## src/rtl/mhfra_pkg.sv

```systemverilog
package mhfra_pkg;

  // Field positions of the host-written mode words
  localparam int BUS_MODE_SW_RESET_BIT    = 0;
  localparam int BUS_MODE_RX_PRIORITY_BIT = 1;
  localparam int OP_MODE_HASH_FILTER_BIT  = 0;
  localparam int OP_MODE_THRESHOLD_LSB    = 14;
  localparam int OP_MODE_THRESHOLD_MSB    = 15;

  // Imperfect filter setup frame layout, in longwords
  localparam int HASH_TABLE_BITS     = 512;
  localparam int HASH_BITS_PER_WORD  = 16;
  localparam int HASH_TABLE_WORDS    = HASH_TABLE_BITS / HASH_BITS_PER_WORD;
  localparam int STATION_ADDR_WORDS  = 3;
  localparam int SETUP_USED_WORDS    = HASH_TABLE_WORDS + STATION_ADDR_WORDS;
  localparam int HASH_INDEX_BITS     = 9;
  localparam int DEST_ADDR_BITS      = 48;

  // Ethernet CRC
  localparam logic [31:0] CRC_POLY = 32'h04c11db7;
  localparam logic [31:0] CRC_INIT = 32'hffffffff;

  // Reset sequence length
  localparam int RESET_SEQ_CYCLES = 50;

  // Free-space threshold per two-bit code, in bytes
  localparam logic [11:0] FREE_THRESH_0 = 12'h080;
  localparam logic [11:0] FREE_THRESH_1 = 12'h100;
  localparam logic [11:0] FREE_THRESH_2 = 12'h200;
  localparam logic [11:0] FREE_THRESH_3 = 12'h400;

  // Arbiter states
  typedef enum logic [2:0]
  {
    ARB_IDLE = 3'b001,
    ARB_RX   = 3'b010,
    ARB_TX   = 3'b100
  } mhfra_arb_state_t;

endpackage : mhfra_pkg
```

## src/rtl/mhfra_buffer.sv

```systemverilog
module mhfra_buffer #(
  parameter int WIDTH = 32,
  parameter int DEPTH = 2
) (
  // Clock and reset
  input  wire logic             clk,
  input  wire logic             reset,
  // Fill side
  input  wire logic             inValid,
  output logic                  inReady,
  input  wire logic [WIDTH-1:0] inData,
  // Drain side
  output logic                  outValid,
  input  wire logic             outReady,
  output logic      [WIDTH-1:0] outData
);

  localparam int PW = $clog2(DEPTH);

  logic [WIDTH-1:0] mem [DEPTH];
  logic [PW-1:0]    wrPtr_q;
  logic [PW-1:0]    rdPtr_q;
  logic [PW:0]      count_q;
  logic             push;
  logic             pop;

  assign inReady  = (count_q != (PW+1)'(DEPTH));
  assign outValid = (count_q != '0);
  assign push     = inValid & inReady;
  assign pop      = outValid & outReady;
  assign outData  = mem[rdPtr_q];

  always_ff @(posedge clk)
  begin
    if (push)
    begin
      mem[wrPtr_q] <= inData;
    end
  end

  always_ff @(posedge clk)
  begin
    if (reset)
    begin
      wrPtr_q <= '0;
      rdPtr_q <= '0;
      count_q <= '0;
    end
    else
    begin
      if (push)
        wrPtr_q <= (wrPtr_q == PW'(DEPTH - 1)) ? '0 : wrPtr_q + 1'b1;
      if (pop)
        rdPtr_q <= (rdPtr_q == PW'(DEPTH - 1)) ? '0 : rdPtr_q + 1'b1;
      count_q <= count_q + (PW+1)'(push) - (PW+1)'(pop);
    end
  end

endmodule : mhfra_buffer

```

## src/rtl/mhfra_mac_filter_arbiter.sv

```systemverilog
// Functional notes
// - Hash filtering when mode bit set, perfect otherwise
// - Hold 512-bit hash table, one station address
// - Multicast via hash, individual via station compare
// - CRC over six address bytes, top nine bits
// - Accept if indexed hash bit one
// - Hash bits numbered low-first across longwords
// - First byte lsb marks multicast
// - Reset from hardware pin or software bit
// - Any reset clears state except configuration registers, which only hardware reset clears, and the pin synchronizer, cleared only by the reset input
// - Software reset keeps configuration registers
// - No descriptor write-back during reset
// - After sequence, accept commands, processes stopped
// - New reset restarts sequence in progress
// - Receive precedence scheme selected by bit one
// - Transmit request sources incl. burst space
// - Receive request sources incl. short end
// - Lone requester wins; idle wire favours receive only with bit one set
// - During transmit, receive only if both above
// - Transmit gets burst between receive packets
// - Receive gets burst between transmit packets
module mhfra_mac_filter_arbiter #(
  parameter int FREE_W     = 12,
  parameter int RESET_SEQ  = mhfra_pkg::RESET_SEQ_CYCLES
) (
  // Clock and reset
  input  wire logic              clk,
  input  wire logic              reset,
  input  wire logic              hwResetN,
  // Mode words from the host
  input  wire logic              busModeWrite,
  input  wire logic [31:0]       busModeData,
  input  wire logic [31:0]       operatingMode,
  input  wire logic              rxStart,
  input  wire logic              txStart,
  // Configuration space
  input  wire logic              cfgWrite,
  input  wire logic [31:0]       cfgData,
  output logic      [31:0]       cfgValue,
  // Reset status
  output logic                   deviceReady,
  output logic                   rxRunning,
  output logic                   txRunning,
  output logic                   descWritebackEnable,
  // Setup frame longwords
  input  wire logic              setupValid,
  output logic                   setupReady,
  input  wire logic [31:0]       setupWord,
  input  wire logic              setupLast,
  // Destination address lookup
  input  wire logic              destValid,
  input  wire logic [47:0]       destAddr,
  output logic                   filterDone,
  output logic                   filterAccept,
  output logic                   perfectLookup,
  output logic      [47:0]       stationAddr,
  // Transmit request sources
  input  wire logic              txDescFetch,
  input  wire logic              txDescClose,
  input  wire logic              txSetupProcess,
  input  wire logic              txBurstSpace,
  // Receive request sources
  input  wire logic              rxDescFetch,
  input  wire logic              rxDescClose,
  input  wire logic              rxBurstData,
  input  wire logic              rxShortEnd,
  // Datapath status
  input  wire logic              transmitActive,
  input  wire logic [FREE_W-1:0] rxFreeBytes,
  input  wire logic [FREE_W-1:0] txFreeBytes,
  input  wire logic              rxPacketEnd,
  input  wire logic              txPacketEnd,
  input  wire logic              burstDone,
  // Grants
  output logic                   grantRx,
  output logic                   grantTx
);

  ////////////////////////////////////////////////////////////////////////////
  // Reset pin sync and reset sequence

  logic        pinS1_q;
  logic        pinS2_q;
  logic        pinS3_q;
  logic        pinLow_q;
  logic        hwReset;
  logic        swReset;
  logic        sysReset;
  logic [15:0] seqCnt_q;
  logic        ready_q;

  always_ff @(posedge clk)
  begin
    if (reset)
    begin
      pinS1_q <= 1'b1;
      pinS2_q <= 1'b1;
      pinS3_q <= 1'b1;
    end
    else
    begin
      pinS1_q <= hwResetN;
      pinS2_q <= pinS1_q;
      pinS3_q <= pinS2_q;
    end
  end

  // Pin level taken only once the last two stages agree
  always_ff @(posedge clk)
  begin
    if (reset)
      pinLow_q <= 1'b0;
    else if (pinS2_q == pinS3_q)
      pinLow_q <= ~pinS2_q;
  end

  assign hwReset  = reset | pinLow_q;
  assign swReset  = busModeWrite & busModeData[mhfra_pkg::BUS_MODE_SW_RESET_BIT];
  assign sysReset = hwReset | swReset;

  // Each new reset restarts the count
  always_ff @(posedge clk)
  begin
    if (sysReset)
    begin
      seqCnt_q <= '0;
      ready_q  <= 1'b0;
    end
    else if (!ready_q)
    begin
      seqCnt_q <= seqCnt_q + 16'h0001;
      ready_q  <= (seqCnt_q == 16'(RESET_SEQ - 1));
    end
  end

  assign deviceReady         = ready_q;
  assign descWritebackEnable = ready_q;

  always_ff @(posedge clk)
  begin
    if (sysReset | ~ready_q)
    begin
      rxRunning <= 1'b0;
      txRunning <= 1'b0;
    end
    else
    begin
      rxRunning <= rxStart;
      txRunning <= txStart;
    end
  end

  // Only hardware reset touches configuration space
  always_ff @(posedge clk)
  begin
    if (hwReset)
      cfgValue <= '0;
    else if (cfgWrite)
      cfgValue <= cfgData;
  end

  logic rxPriority_q;

  always_ff @(posedge clk)
  begin
    if (sysReset)
      rxPriority_q <= 1'b0;
    else if (busModeWrite)
      rxPriority_q <= busModeData[mhfra_pkg::BUS_MODE_RX_PRIORITY_BIT];
  end

  ////////////////////////////////////////////////////////////////////////////
  // Setup frame load

  logic        bufValid;
  logic        bufReady;
  logic [32:0] bufData;
  logic        lookupBusy_q;
  logic [5:0]  wordIdx_q;
  logic [mhfra_pkg::HASH_TABLE_BITS-1:0] hashTable_q;

  mhfra_buffer #(
    .WIDTH (33),
    .DEPTH (2)
  ) u_setup_buffer (
    .clk      (clk),
    .reset    (sysReset),
    .inValid  (setupValid),
    .inReady  (setupReady),
    .inData   ({setupLast, setupWord}),
    .outValid (bufValid),
    .outReady (bufReady),
    .outData  (bufData)
  );

  // Loading stalls while a lookup reads the table
  assign bufReady = ~lookupBusy_q & ~destValid;

  always_ff @(posedge clk)
  begin
    if (sysReset)
      wordIdx_q <= '0;
    else if (bufValid & bufReady)
      wordIdx_q <= bufData[32] ? '0 : wordIdx_q + 6'h01;
  end

  genvar w;
  generate
    for (w = 0; w < mhfra_pkg::HASH_TABLE_WORDS; w++)
    begin : g_hash_word
      always_ff @(posedge clk)
      begin
        if (sysReset)
          hashTable_q[w*16 +: 16] <= '0;
        else if (bufValid & bufReady & (wordIdx_q == 6'(w)))
          hashTable_q[w*16 +: 16] <= bufData[15:0];
      end
    end
  endgenerate

  always_ff @(posedge clk)
  begin
    if (sysReset)
      stationAddr <= '0;
    else if (bufValid & bufReady)
    begin
      if (wordIdx_q == 6'(mhfra_pkg::HASH_TABLE_WORDS))
        stationAddr[15:0] <= bufData[15:0];
      else if (wordIdx_q == 6'(mhfra_pkg::HASH_TABLE_WORDS + 1))
        stationAddr[31:16] <= bufData[15:0];
      else if (wordIdx_q == 6'(mhfra_pkg::HASH_TABLE_WORDS + 2))
        stationAddr[47:32] <= bufData[15:0];
    end
  end

  ////////////////////////////////////////////////////////////////////////////
  // Address filter

  function automatic logic [31:0] crcOf(input logic [47:0] addr);
    logic [31:0] c;
    logic        fb;
    c = mhfra_pkg::CRC_INIT;
    for (int i = 0; i < mhfra_pkg::DEST_ADDR_BITS; i++)
    begin
      fb = c[31] ^ addr[i];
      c  = {c[30:0], 1'b0} ^ (fb ? mhfra_pkg::CRC_POLY : 32'h00000000);
    end
    return c;
  endfunction : crcOf

  logic        hashMode;
  logic        isMulticast;
  logic [31:0] crcValue;
  logic [8:0]  hashIndex;

  assign hashMode    = operatingMode[mhfra_pkg::OP_MODE_HASH_FILTER_BIT];
  assign isMulticast = destAddr[0];
  assign crcValue    = crcOf(destAddr);
  assign hashIndex   = crcValue[31:23];

  always_ff @(posedge clk)
  begin
    if (sysReset | ~ready_q)
    begin
      filterDone    <= 1'b0;
      filterAccept  <= 1'b0;
      perfectLookup <= 1'b0;
      lookupBusy_q  <= 1'b0;
    end
    else
    begin
      lookupBusy_q  <= destValid;
      filterDone    <= destValid & hashMode;
      perfectLookup <= destValid & ~hashMode;
      if (destValid & hashMode)
        filterAccept <= isMulticast ? hashTable_q[hashIndex]
                                    : (destAddr == stationAddr);
      else
        filterAccept <= 1'b0;
    end
  end

  ////////////////////////////////////////////////////////////////////////////
  // DMA arbiter

  logic [11:0] freeThresh;
  logic        rxAbove;
  logic        txAbove;
  logic        txReq;
  logic        rxReq;
  logic        pickRx;
  logic        txOwed_q;
  logic        rxOwed_q;
  mhfra_pkg::mhfra_arb_state_t arb_q;

  always_comb
  begin
    case (operatingMode[mhfra_pkg::OP_MODE_THRESHOLD_MSB:mhfra_pkg::OP_MODE_THRESHOLD_LSB])
      2'h0:    freeThresh = mhfra_pkg::FREE_THRESH_0;
      2'h1:    freeThresh = mhfra_pkg::FREE_THRESH_1;
      2'h2:    freeThresh = mhfra_pkg::FREE_THRESH_2;
      default: freeThresh = mhfra_pkg::FREE_THRESH_3;
    endcase
  end

  assign rxAbove = (12'(rxFreeBytes) > freeThresh);
  assign txAbove = (12'(txFreeBytes) > freeThresh);
  assign txReq   = txDescFetch | txDescClose | txSetupProcess | txBurstSpace;
  assign rxReq   = rxDescFetch | rxDescClose | rxBurstData | rxShortEnd;

  always_comb
  begin
    if (txOwed_q & txReq)
      pickRx = 1'b0;
    else if (rxOwed_q & rxReq)
      pickRx = 1'b1;
    else if (!txReq)
      pickRx = 1'b1;
    else if (!rxReq)
      pickRx = 1'b0;
    else if (!rxPriority_q)
      pickRx = 1'b0;
    else if (!transmitActive)
      pickRx = 1'b1;
    else
      pickRx = rxAbove & txAbove;
  end

  // Packet-boundary windows; a new packet end wins over the clear
  always_ff @(posedge clk)
  begin
    if (sysReset)
    begin
      txOwed_q <= 1'b0;
      rxOwed_q <= 1'b0;
    end
    else
    begin
      if (rxPacketEnd)
        txOwed_q <= 1'b1;
      else if ((arb_q == mhfra_pkg::ARB_TX) & burstDone)
        txOwed_q <= 1'b0;
      if (txPacketEnd)
        rxOwed_q <= 1'b1;
      else if ((arb_q == mhfra_pkg::ARB_RX) & burstDone)
        rxOwed_q <= 1'b0;
    end
  end

  always_ff @(posedge clk)
  begin
    if (sysReset | ~ready_q)
      arb_q <= mhfra_pkg::ARB_IDLE;
    else
    begin
      case (arb_q)
        mhfra_pkg::ARB_IDLE:
        begin
          if (txReq | rxReq)
            arb_q <= pickRx ? mhfra_pkg::ARB_RX : mhfra_pkg::ARB_TX;
        end
        mhfra_pkg::ARB_RX,
        mhfra_pkg::ARB_TX:
        begin
          if (burstDone)
            arb_q <= mhfra_pkg::ARB_IDLE;
        end
        default:
          arb_q <= mhfra_pkg::ARB_IDLE;
      endcase
    end
  end

  assign grantRx = (arb_q == mhfra_pkg::ARB_RX);
  assign grantTx = (arb_q == mhfra_pkg::ARB_TX);

  ////////////////////////////////////////////////////////////////////////////
  // Checks

  chk_idle_no_grant: assert property (@(posedge clk) disable iff (reset)
    ((arb_q == mhfra_pkg::ARB_IDLE) & ~txReq & ~rxReq) |=> ~grantRx & ~grantTx)
    else $error("grant issued without request");

  chk_lone_rx_grant: assert property (@(posedge clk) disable iff (sysReset)
    ((arb_q == mhfra_pkg::ARB_IDLE) & ready_q & rxReq & ~txReq & ~rxOwed_q & ~txOwed_q) |=> grantRx)
    else $error("lone receive request not granted");

  chk_busy_rx_thresh: assert property (@(posedge clk) disable iff (sysReset)
    ((arb_q == mhfra_pkg::ARB_IDLE) & ready_q & rxReq & txReq & transmitActive & rxPriority_q
     & ~txOwed_q & ~rxOwed_q & ~(rxAbove & txAbove)) |=> grantTx)
    else $error("receive granted below threshold");

  chk_tx_window: assert property (@(posedge clk) disable iff (sysReset)
    ((arb_q == mhfra_pkg::ARB_IDLE) & ready_q & txOwed_q & txReq) |=> grantTx)
    else $error("transmit window after receive packet missed");

  chk_rx_window: assert property (@(posedge clk) disable iff (sysReset)
    ((arb_q == mhfra_pkg::ARB_IDLE) & ready_q & rxOwed_q & rxReq & ~txOwed_q) |=> grantRx)
    else $error("receive window after transmit packet missed");

  chk_seq_length: assert property (@(posedge clk) disable iff (reset)
    sysReset ##1 (~sysReset)[*8] |-> ~ready_q)
    else $error("reset sequence ended too early");

  chk_stopped_after: assert property (@(posedge clk) disable iff (reset)
    $rose(ready_q) |-> ~rxRunning & ~txRunning)
    else $error("process running when reset sequence ends");

  chk_sw_keeps_cfg: assert property (@(posedge clk) disable iff (reset)
    (swReset & ~hwReset & ~cfgWrite) |=> (cfgValue == $past(cfgValue)))
    else $error("software reset altered configuration");

  chk_hash_accept: assert property (@(posedge clk) disable iff (sysReset)
    (ready_q & destValid & hashMode & destAddr[0])
    |=> (filterDone & (filterAccept == $past(hashTable_q[hashIndex]))))
    else $error("hash decision does not follow table bit");

  chk_no_writeback: assert property (@(posedge clk) disable iff (reset)
    sysReset |=> ~descWritebackEnable)
    else $error("write-back enabled during reset");

endmodule : mhfra_mac_filter_arbiter

```

## config.mk

```make
export PLATFORM = sky130hd
export DESIGN_NAME = mhfra_mac_filter_arbiter
export DESIGN_NICKNAME = d
export VERILOG_FILES = /design/src/rtl/mhfra_pkg.sv /design/src/rtl/mhfra_buffer.sv /design/src/rtl/mhfra_mac_filter_arbiter.sv
export SDC_FILE = /design/constraint.sdc
export NUM_CORES = 2
export LEC_CHECK = 0
export BUFFER_PORTS_ARGS = -buffer_cell sky130_fd_sc_hd__buf_4
export CAP_MARGIN = 30
export CORE_MARGIN = 4
export CORE_UTILIZATION = 60
export CTS_BUF_LIST = sky130_fd_sc_hd__clkbuf_2 sky130_fd_sc_hd__clkbuf_4 sky130_fd_sc_hd__clkbuf_8
export DETAILED_ROUTE_END_ITERATION = 8
export PLACE_DENSITY = 0.85
export SLEW_MARGIN = 15
export SYNTH_ARGS = -nofsm -noshare
export SYNTH_HDL_FRONTEND = slang
export SYNTH_SLANG_ARGS = --single-unit
```

## constraint.sdc

```tcl
create_clock -name clk -period 8.7 [get_ports clk]
set_input_delay 1.74 -clock clk [delete_from_list [all_inputs] [get_ports clk]]
set_output_delay 1.74 -clock clk [all_outputs]
set_load 0.02 [all_outputs]
```

# == After elaboration in Yosys (flattened, before gate mapping) ==
# Memories as Yosys holds them, arrays and structs flattened. A register that Yosys moved wholly into a read port is not among the register bits.
# Index checks and enable logic that the tools add are counted.
# W data, S select, Z words.
# word_totals
reg_bits,635
input_bits,222
n_memories,1
output_inout_bits,90
ram_bits,66
wordCells,352
# classes
order_cmp,3
add_sub_neg,6
bitwise,156
eq_ne,45
n_mux,74
n_reduce_logical,11
# memory_table
name,words,word_bits,rd,rd_clocked_by_memory_dff,wr,line,source
u_setup_buffer.mem,2,33,1,1,1,mhfra_buffer.sv:20,logic [WIDTH-1:0] mem [DEPTH];
# op_table
operator,count
$xor A32 B27 Y32,47
$mux W27,48
$eq A6 B5 Y1 const B,16
$eq A48 B48 Y1,1
$eq A6 B4 Y1 const B,8
$xor A1 B1 Y1,47
$and A1 B1 Y1,43
$pmux W11 S3,1
$not A26 Y31,1
$eq A6 B3 Y1 const B,4
$gt A12 B12 Y1,2
$mux W1,19
$eq A6 B6 Y1 const B,3
$add A16 B1 Y16 const B,1
$eq A16 B6 Y1 const B,1
$eq A6 B2 Y1 const B,2
$lt A9 B10 Y1 const B,1
$or A1 B1 Y1,10
$bmux W1 S9,1
$mux W3,3
$not A1 Y1,8
$add A6 B1 Y6 const B,1
$eq A6 B1 Y1 const B,1
$logic_not A6 Y1,1
18 further kinds,25

# == Logic depth before layout (Yosys ltp) ==
# depth
ltp_word,146
mapped_depth,20
ltp_nobuf,16

# == Cells and area by module ==
# Synthesis repeated with hierarchy kept, for this count alone.
# hier_totals
cells_unflattened,4037
hier_area_um2,33927.5
# modules_own_cells
module,seq_area_each_um2,cells_each,area_each_um2,instances
mhfra_mac_filter_arbiter,12632.1,3905,31296.3,1
mhfra_buffer,2082.0,132,2631.3,1

# == Least setup slack after synthesis ==
# No wires, ideal clock.
# synth_timing
kind,input to register
startpoint,input port destAddr[9]
endpoint,register filterAccept
arrival_time_ps,6509
setup_slack_ps,2071
t_required_ps,8580
stages,20
setup_ps,120
path_buffers,4
cell_sequence,buf_4 xor3_1 xnor3_1 xnor3_2 xnor3_1 xor3_1 xnor3_1 xnor3_1 xnor2_2 buf_6 buf_4 buf_2 mux2i_1 mux2i_1 o22ai_1 nor3_1 nor4_1 nand2_1 nand3_1 nand3_1
# synth_between
elab_chain_cells,56
elab_cells_between_ends,97
classes_between,eq/ne: 1; mux: 30; bitwise: 66
# synth_lines
element,line,source
start: declaration,mhfra_mac_filter_arbiter.sv:52,"input wire logic [47:0] destAddr,"
$xor A1 B1 Y1,mhfra_mac_filter_arbiter.sv:245,fb = c[31] ^ addr[i];
$mux W27,mhfra_mac_filter_arbiter.sv:246,"c = {c[30:0], 1'b0} ^ (fb ? mhfra_pkg::CRC_POLY : 32'h00000000);"
$xor A32 B27 Y32 (6 in a row),mhfra_mac_filter_arbiter.sv:246,
$xor A1 B1 Y1,mhfra_mac_filter_arbiter.sv:245,
$mux W27,mhfra_mac_filter_arbiter.sv:246,
$xor A32 B27 Y32 (6 in a row),mhfra_mac_filter_arbiter.sv:246,
$xor A1 B1 Y1,mhfra_mac_filter_arbiter.sv:245,
$mux W27,mhfra_mac_filter_arbiter.sv:246,
[23 not listed],-,
$mux W27,mhfra_mac_filter_arbiter.sv:246,
$xor A32 B27 Y32 (6 in a row),mhfra_mac_filter_arbiter.sv:246,
$xor A1 B1 Y1,mhfra_mac_filter_arbiter.sv:245,
$mux W27,mhfra_mac_filter_arbiter.sv:246,
$xor A32 B27 Y32 (3 in a row),mhfra_mac_filter_arbiter.sv:246,
$bmux W1 S9,mhfra_mac_filter_arbiter.sv:276,filterAccept <= isMulticast ? hashTable_q[hashIndex]
$mux W1 (implied by the code),mhfra_mac_filter_arbiter.sv:276,
$mux W1 (*),mhfra_mac_filter_arbiter.sv:276,
end signal: assignment,mhfra_mac_filter_arbiter.sv:276,
end: declaration,mhfra_mac_filter_arbiter.sv:54,"output logic filterAccept,"
# Every way passes the cells marked *; elsewhere a longest branch is shown, timed or not. The select of a mux whose other input is x is not followed.
# A chain may end at the register's enable or synchronous reset.

# == Final worst setup path ==
# layout_timing
startpoint,input port destAddr[1]
endpoint,register filterAccept
# layout_between
elab_chain_cells,66
elab_cells_between_ends,121
classes_between,eq/ne: 1; mux: 38; bitwise: 82
# layout_lines
element,line
$xor A1 B1 Y1,mhfra_mac_filter_arbiter.sv:245
$mux W27,mhfra_mac_filter_arbiter.sv:246
$xor A32 B27 Y32 (6 in a row),mhfra_mac_filter_arbiter.sv:246
$xor A1 B1 Y1 / $xor A32 B27 Y32 (equally long branches),"mhfra_mac_filter_arbiter.sv:245, mhfra_mac_filter_arbiter.sv:246"
$mux W27 / $xor A32 B27 Y32 (equally long branches),mhfra_mac_filter_arbiter.sv:246
$xor A32 B27 Y32,mhfra_mac_filter_arbiter.sv:246
$xor A32 B27 Y32 / $xor A1 B1 Y1 (equally long branches),"mhfra_mac_filter_arbiter.sv:246, mhfra_mac_filter_arbiter.sv:245"
"$xor A32 B27 Y32, or another cell as far along",mhfra_mac_filter_arbiter.sv:246
[45 not listed],-
$xor A32 B27 Y32,mhfra_mac_filter_arbiter.sv:246
$xor A1 B1 Y1 / $xor A32 B27 Y32 (equally long branches),"mhfra_mac_filter_arbiter.sv:245, mhfra_mac_filter_arbiter.sv:246"
"$mux W27, or another cell as far along",mhfra_mac_filter_arbiter.sv:246
$xor A32 B27 Y32 / $mux W27 (equally long branches),mhfra_mac_filter_arbiter.sv:246
$xor A32 B27 Y32,mhfra_mac_filter_arbiter.sv:246
$bmux W1 S9,mhfra_mac_filter_arbiter.sv:276
$mux W1 (implied by the code),mhfra_mac_filter_arbiter.sv:276
$mux W1 (*),mhfra_mac_filter_arbiter.sv:276
# Marks and branches as above.

==> flow_metrics.env <==
export IMPL_synth_async_reset_ratio=0
export IMPL_yosysMostFrequentCell="nor2_1"
export IMPL_boundaryPins=312
export IMPL_fin_crit_ns=7.33
export IMPL_tns_ns=0
export IMPL_period_share=0.842
export IMPL_synth_area_leader_cell="dfxtp_1"
export IMPL_drive_above_1_share=0.165
export IMPL_synth_edff_count=34
export IMPL_die_x_um=239
export IMPL_drt_iter0_markers=2785
export IMPL_endpoint_kind="flop"
export IMPL_crit_fanout=15
export IMPL_synth_nets=3513
export IMPL_gp_routability_congestion=0.939
export IMPL_yosys_area_top_type_share=0.399
export IMPL_hold_path_class="flop to flop"
export IMPL_core_area_um2=52700
export IMPL_synth_distinct_cells=55
export IMPL_final_nets=3607
export IMPL_max_cap_violations=0
export IMPL_grtUsageTotal=0.309
export IMPL_whs_ns=0.416
export IMPL_initial_core_util=0.607
export IMPL_antenna_found_initial=2
export IMPL_ys_warn_count=0
export IMPL_htreeDepth=3
export IMPL_rows=84
export IMPL_rsz0062_at_grt="false"
export IMPL_setup_violations=0
export IMPL_arrival_ns=7.92
export IMPL_synth_ff_type="dfxtp_1"
export IMPL_vias=25748
export IMPL_syn_inst=3275
export IMPL_synth_avg_cell_area_um2=9.75
export IMPL_crit_type="primary input to flop"
export IMPL_wire_per_inst_um=22.2
export IMPL_area_growth_syn_to_layout_pct=15.2
export IMPL_final_max_slew_viol_count=0
export IMPL_grt_pass1_wl_um=140000
export IMPL_ys_ff_latch=670
export IMPL_drc=0
export IMPL_yosys_top_cells_area="dfxtp_1 (40%), a211oi_1 (13%), mux2i_1 (12%)"
export IMPL_place_hpwl_um=55500
export IMPL_setup_slack_ns=1.37
export IMPL_grt_pass1_vias=25035
export IMPL_grt_max_degree=247
export IMPL_skew_ns=0.0289
export IMPL_syn_area_um2=31900
export IMPL_seq_area_um2=13800
export IMPL_overflow=0
export IMPL_dieHeight_um=239
export IMPL_io_buffers=236
export IMPL_tritoncts="yes"
export IMPL_ctsHoldBuffers=0
export IMPL_critical_path_required_ns=9.30
export IMPL_preCtsSetupSlack_ns=0.915
export IMPL_timing_fmax_ghz=0.137
export IMPL_drt_total_wl_um=91700
export IMPL_cts_buffer_depth=3
export IMPL_via_per_inst=6.22
export IMPL_first_pass_iters=6
export IMPL_clock_sinks=670
export IMPL_cts_reportedPaths_clkPinSlew_ns=0.07
export IMPL_crit_path_start_kind="primary input"
export IMPL_yosysSeqAreaShare=0.431
export IMPL_cts_buffers=105
export IMPL_die_area_um2=57000
export IMPL_clk_latency_ns=0.71
export IMPL_slew_headroom=0.208
export IMPL_post_cts_resized=0
export IMPL_post_cts_buffers=0
export IMPL_fillers=3721
export IMPL_status="complete, no violations"
export IMPL_yosys_top_cells_count="nor2_1 (655), dfxtp_1 (636), a211oi_1 (560), mux2i_1 (372), clkbuf_1 (270)"
export IMPL_post_route_util=0.699
export IMPL_final_hold_viol_count=0
export IMPL_tightest_slew_ns=1.19
export IMPL_ant_nets=0
export IMPL_multi_input_area_um2=17000
export IMPL_clock_root_buffer="clkbuf_8"
## area by class of cell
cell class / instances / area share
well taps: 688 / 0.0234
inverters: 16 / 0.00163
multi-input cells: 2260 / 0.463
diodes: 1 / 0.0000680
clock buffers: 170 / 0.0581
repair buffers: 316 / 0.0751
clock inverters: 19 / 0.00527
flip-flops and latches: 670 / 0.374
## kinds of logic after synthesis
group                      Yosys count  synth area share
AOI/OAI and AO/OA                  722             0.169
xor gates and xnor gates           314             0.122
adders and majority gates           16           0.00627
buffers and inverters              345            0.0466
DFF                                670             0.431
muxes                              372             0.117
and+or+nand+nor                    836             0.109
## routing by layer
metal | global-route usage | part of all wire
met5 | 0 | 0
met4 | 0.120 | 0.036
met3 | 0.0638 | 0.089
met2 | 0.505 | 0.47
met1 | 0.407 | 0.40
## stage by stage
step / area, µm² / std cells
6_report: 36800 / 4140
5_1_grt: 36800 / 4140
4_1_cts: 36400 / 4114
3_5_place_dp: 34100 / 3925
3_3_place_gp: 34000 / 3919
2_1_floorplan: 31900 / 3275
## layout by cell type, fill, tap and decap left out, types with 9 or more instances in the layout
| cell | synthesis | layout |
|---|---|---|
| a211oi_1 | 560 | 560 |
| a21oi_1 | 44 | 44 |
| a221oi_1 | 52 | 52 |
| a221oi_2 | 12 | 12 |
| and2_1 | 26 | 25 |
| and3_1 | 13 | 13 |
| buf_12 | 0 | 12 |
| buf_4 | 22 | 273 |
| buf_8 | 1 | 25 |
| clkbuf_4 | 1 | 32 |
| clkbuf_8 | 0 | 138 |
| clkinv_2 | 0 | 12 |
| dfxtp_1 | 636 | 635 |
| edfxtp_1 | 34 | 34 |
| ha_1 | 16 | 16 |
| inv_1 | 15 | 15 |
| mux2i_1 | 372 | 354 |
| mux2i_4 | 0 | 18 |
| nand2_1 | 36 | 36 |
| nand2b_1 | 9 | 9 |
| nand3_1 | 9 | 9 |
| nor2_1 | 655 | 646 |
| nor3_1 | 34 | 32 |
| nor4_1 | 22 | 21 |
| o22ai_1 | 34 | 34 |
| xnor2_1 | 135 | 134 |
| xnor3_1 | 56 | 56 |
| xor2_1 | 95 | 94 |
| xor3_1 | 14 | 14 |
## worst paths after layout
path                                        startpoint                             to  cells past startpoint  slack, ns
setup / recovery                           destAddr[1]        filterAccept$_SDFF_PP0_                     17       1.37
hold / removal                      pinS1_q$_SDFF_PP1_             pinS2_q$_SDFF_PP1_                      1       0.42
setup reg to reg  u_setup_buffer.count_q[1]$_SDFF_PP0_  hashTable_q[380]$_SDFFE_PP0P_                      7       5.58
hold reg to reg                     pinS1_q$_SDFF_PP1_             pinS2_q$_SDFF_PP1_                      1       0.42
## sequential cells by signal (all words and copies together), names as in the netlist, 2 cells and up, named ones only
signal / cells
arb_q: 3
cfgValue: 32
hashTable_q: 512
seqCnt_q: 16
stationAddr: 48
u_setup_buffer.count_q: 2
u_setup_buffer.mem: 34
wordIdx_q: 6
## critical path, cell delays in order
cell      delay, ns
buf_4          0.18
xnor3_1        0.51
xor2_1         0.49
xnor2_1        0.35
xnor3_1        0.60
xnor2_1        0.31
xnor3_1        0.39
xnor2_1        0.19
xnor2_1        0.74
mux2i_4        0.87
a221oi_1       0.15
o22ai_1        0.22
nor3_1         0.09
nor4_1         0.75
nand2_1        0.14
nand3_1        0.11
nand3_1        0.07
Power is left out: the tool's default activity adds up to more than one toggle a clock period on the data nets, which glitch-free logic cannot reach.
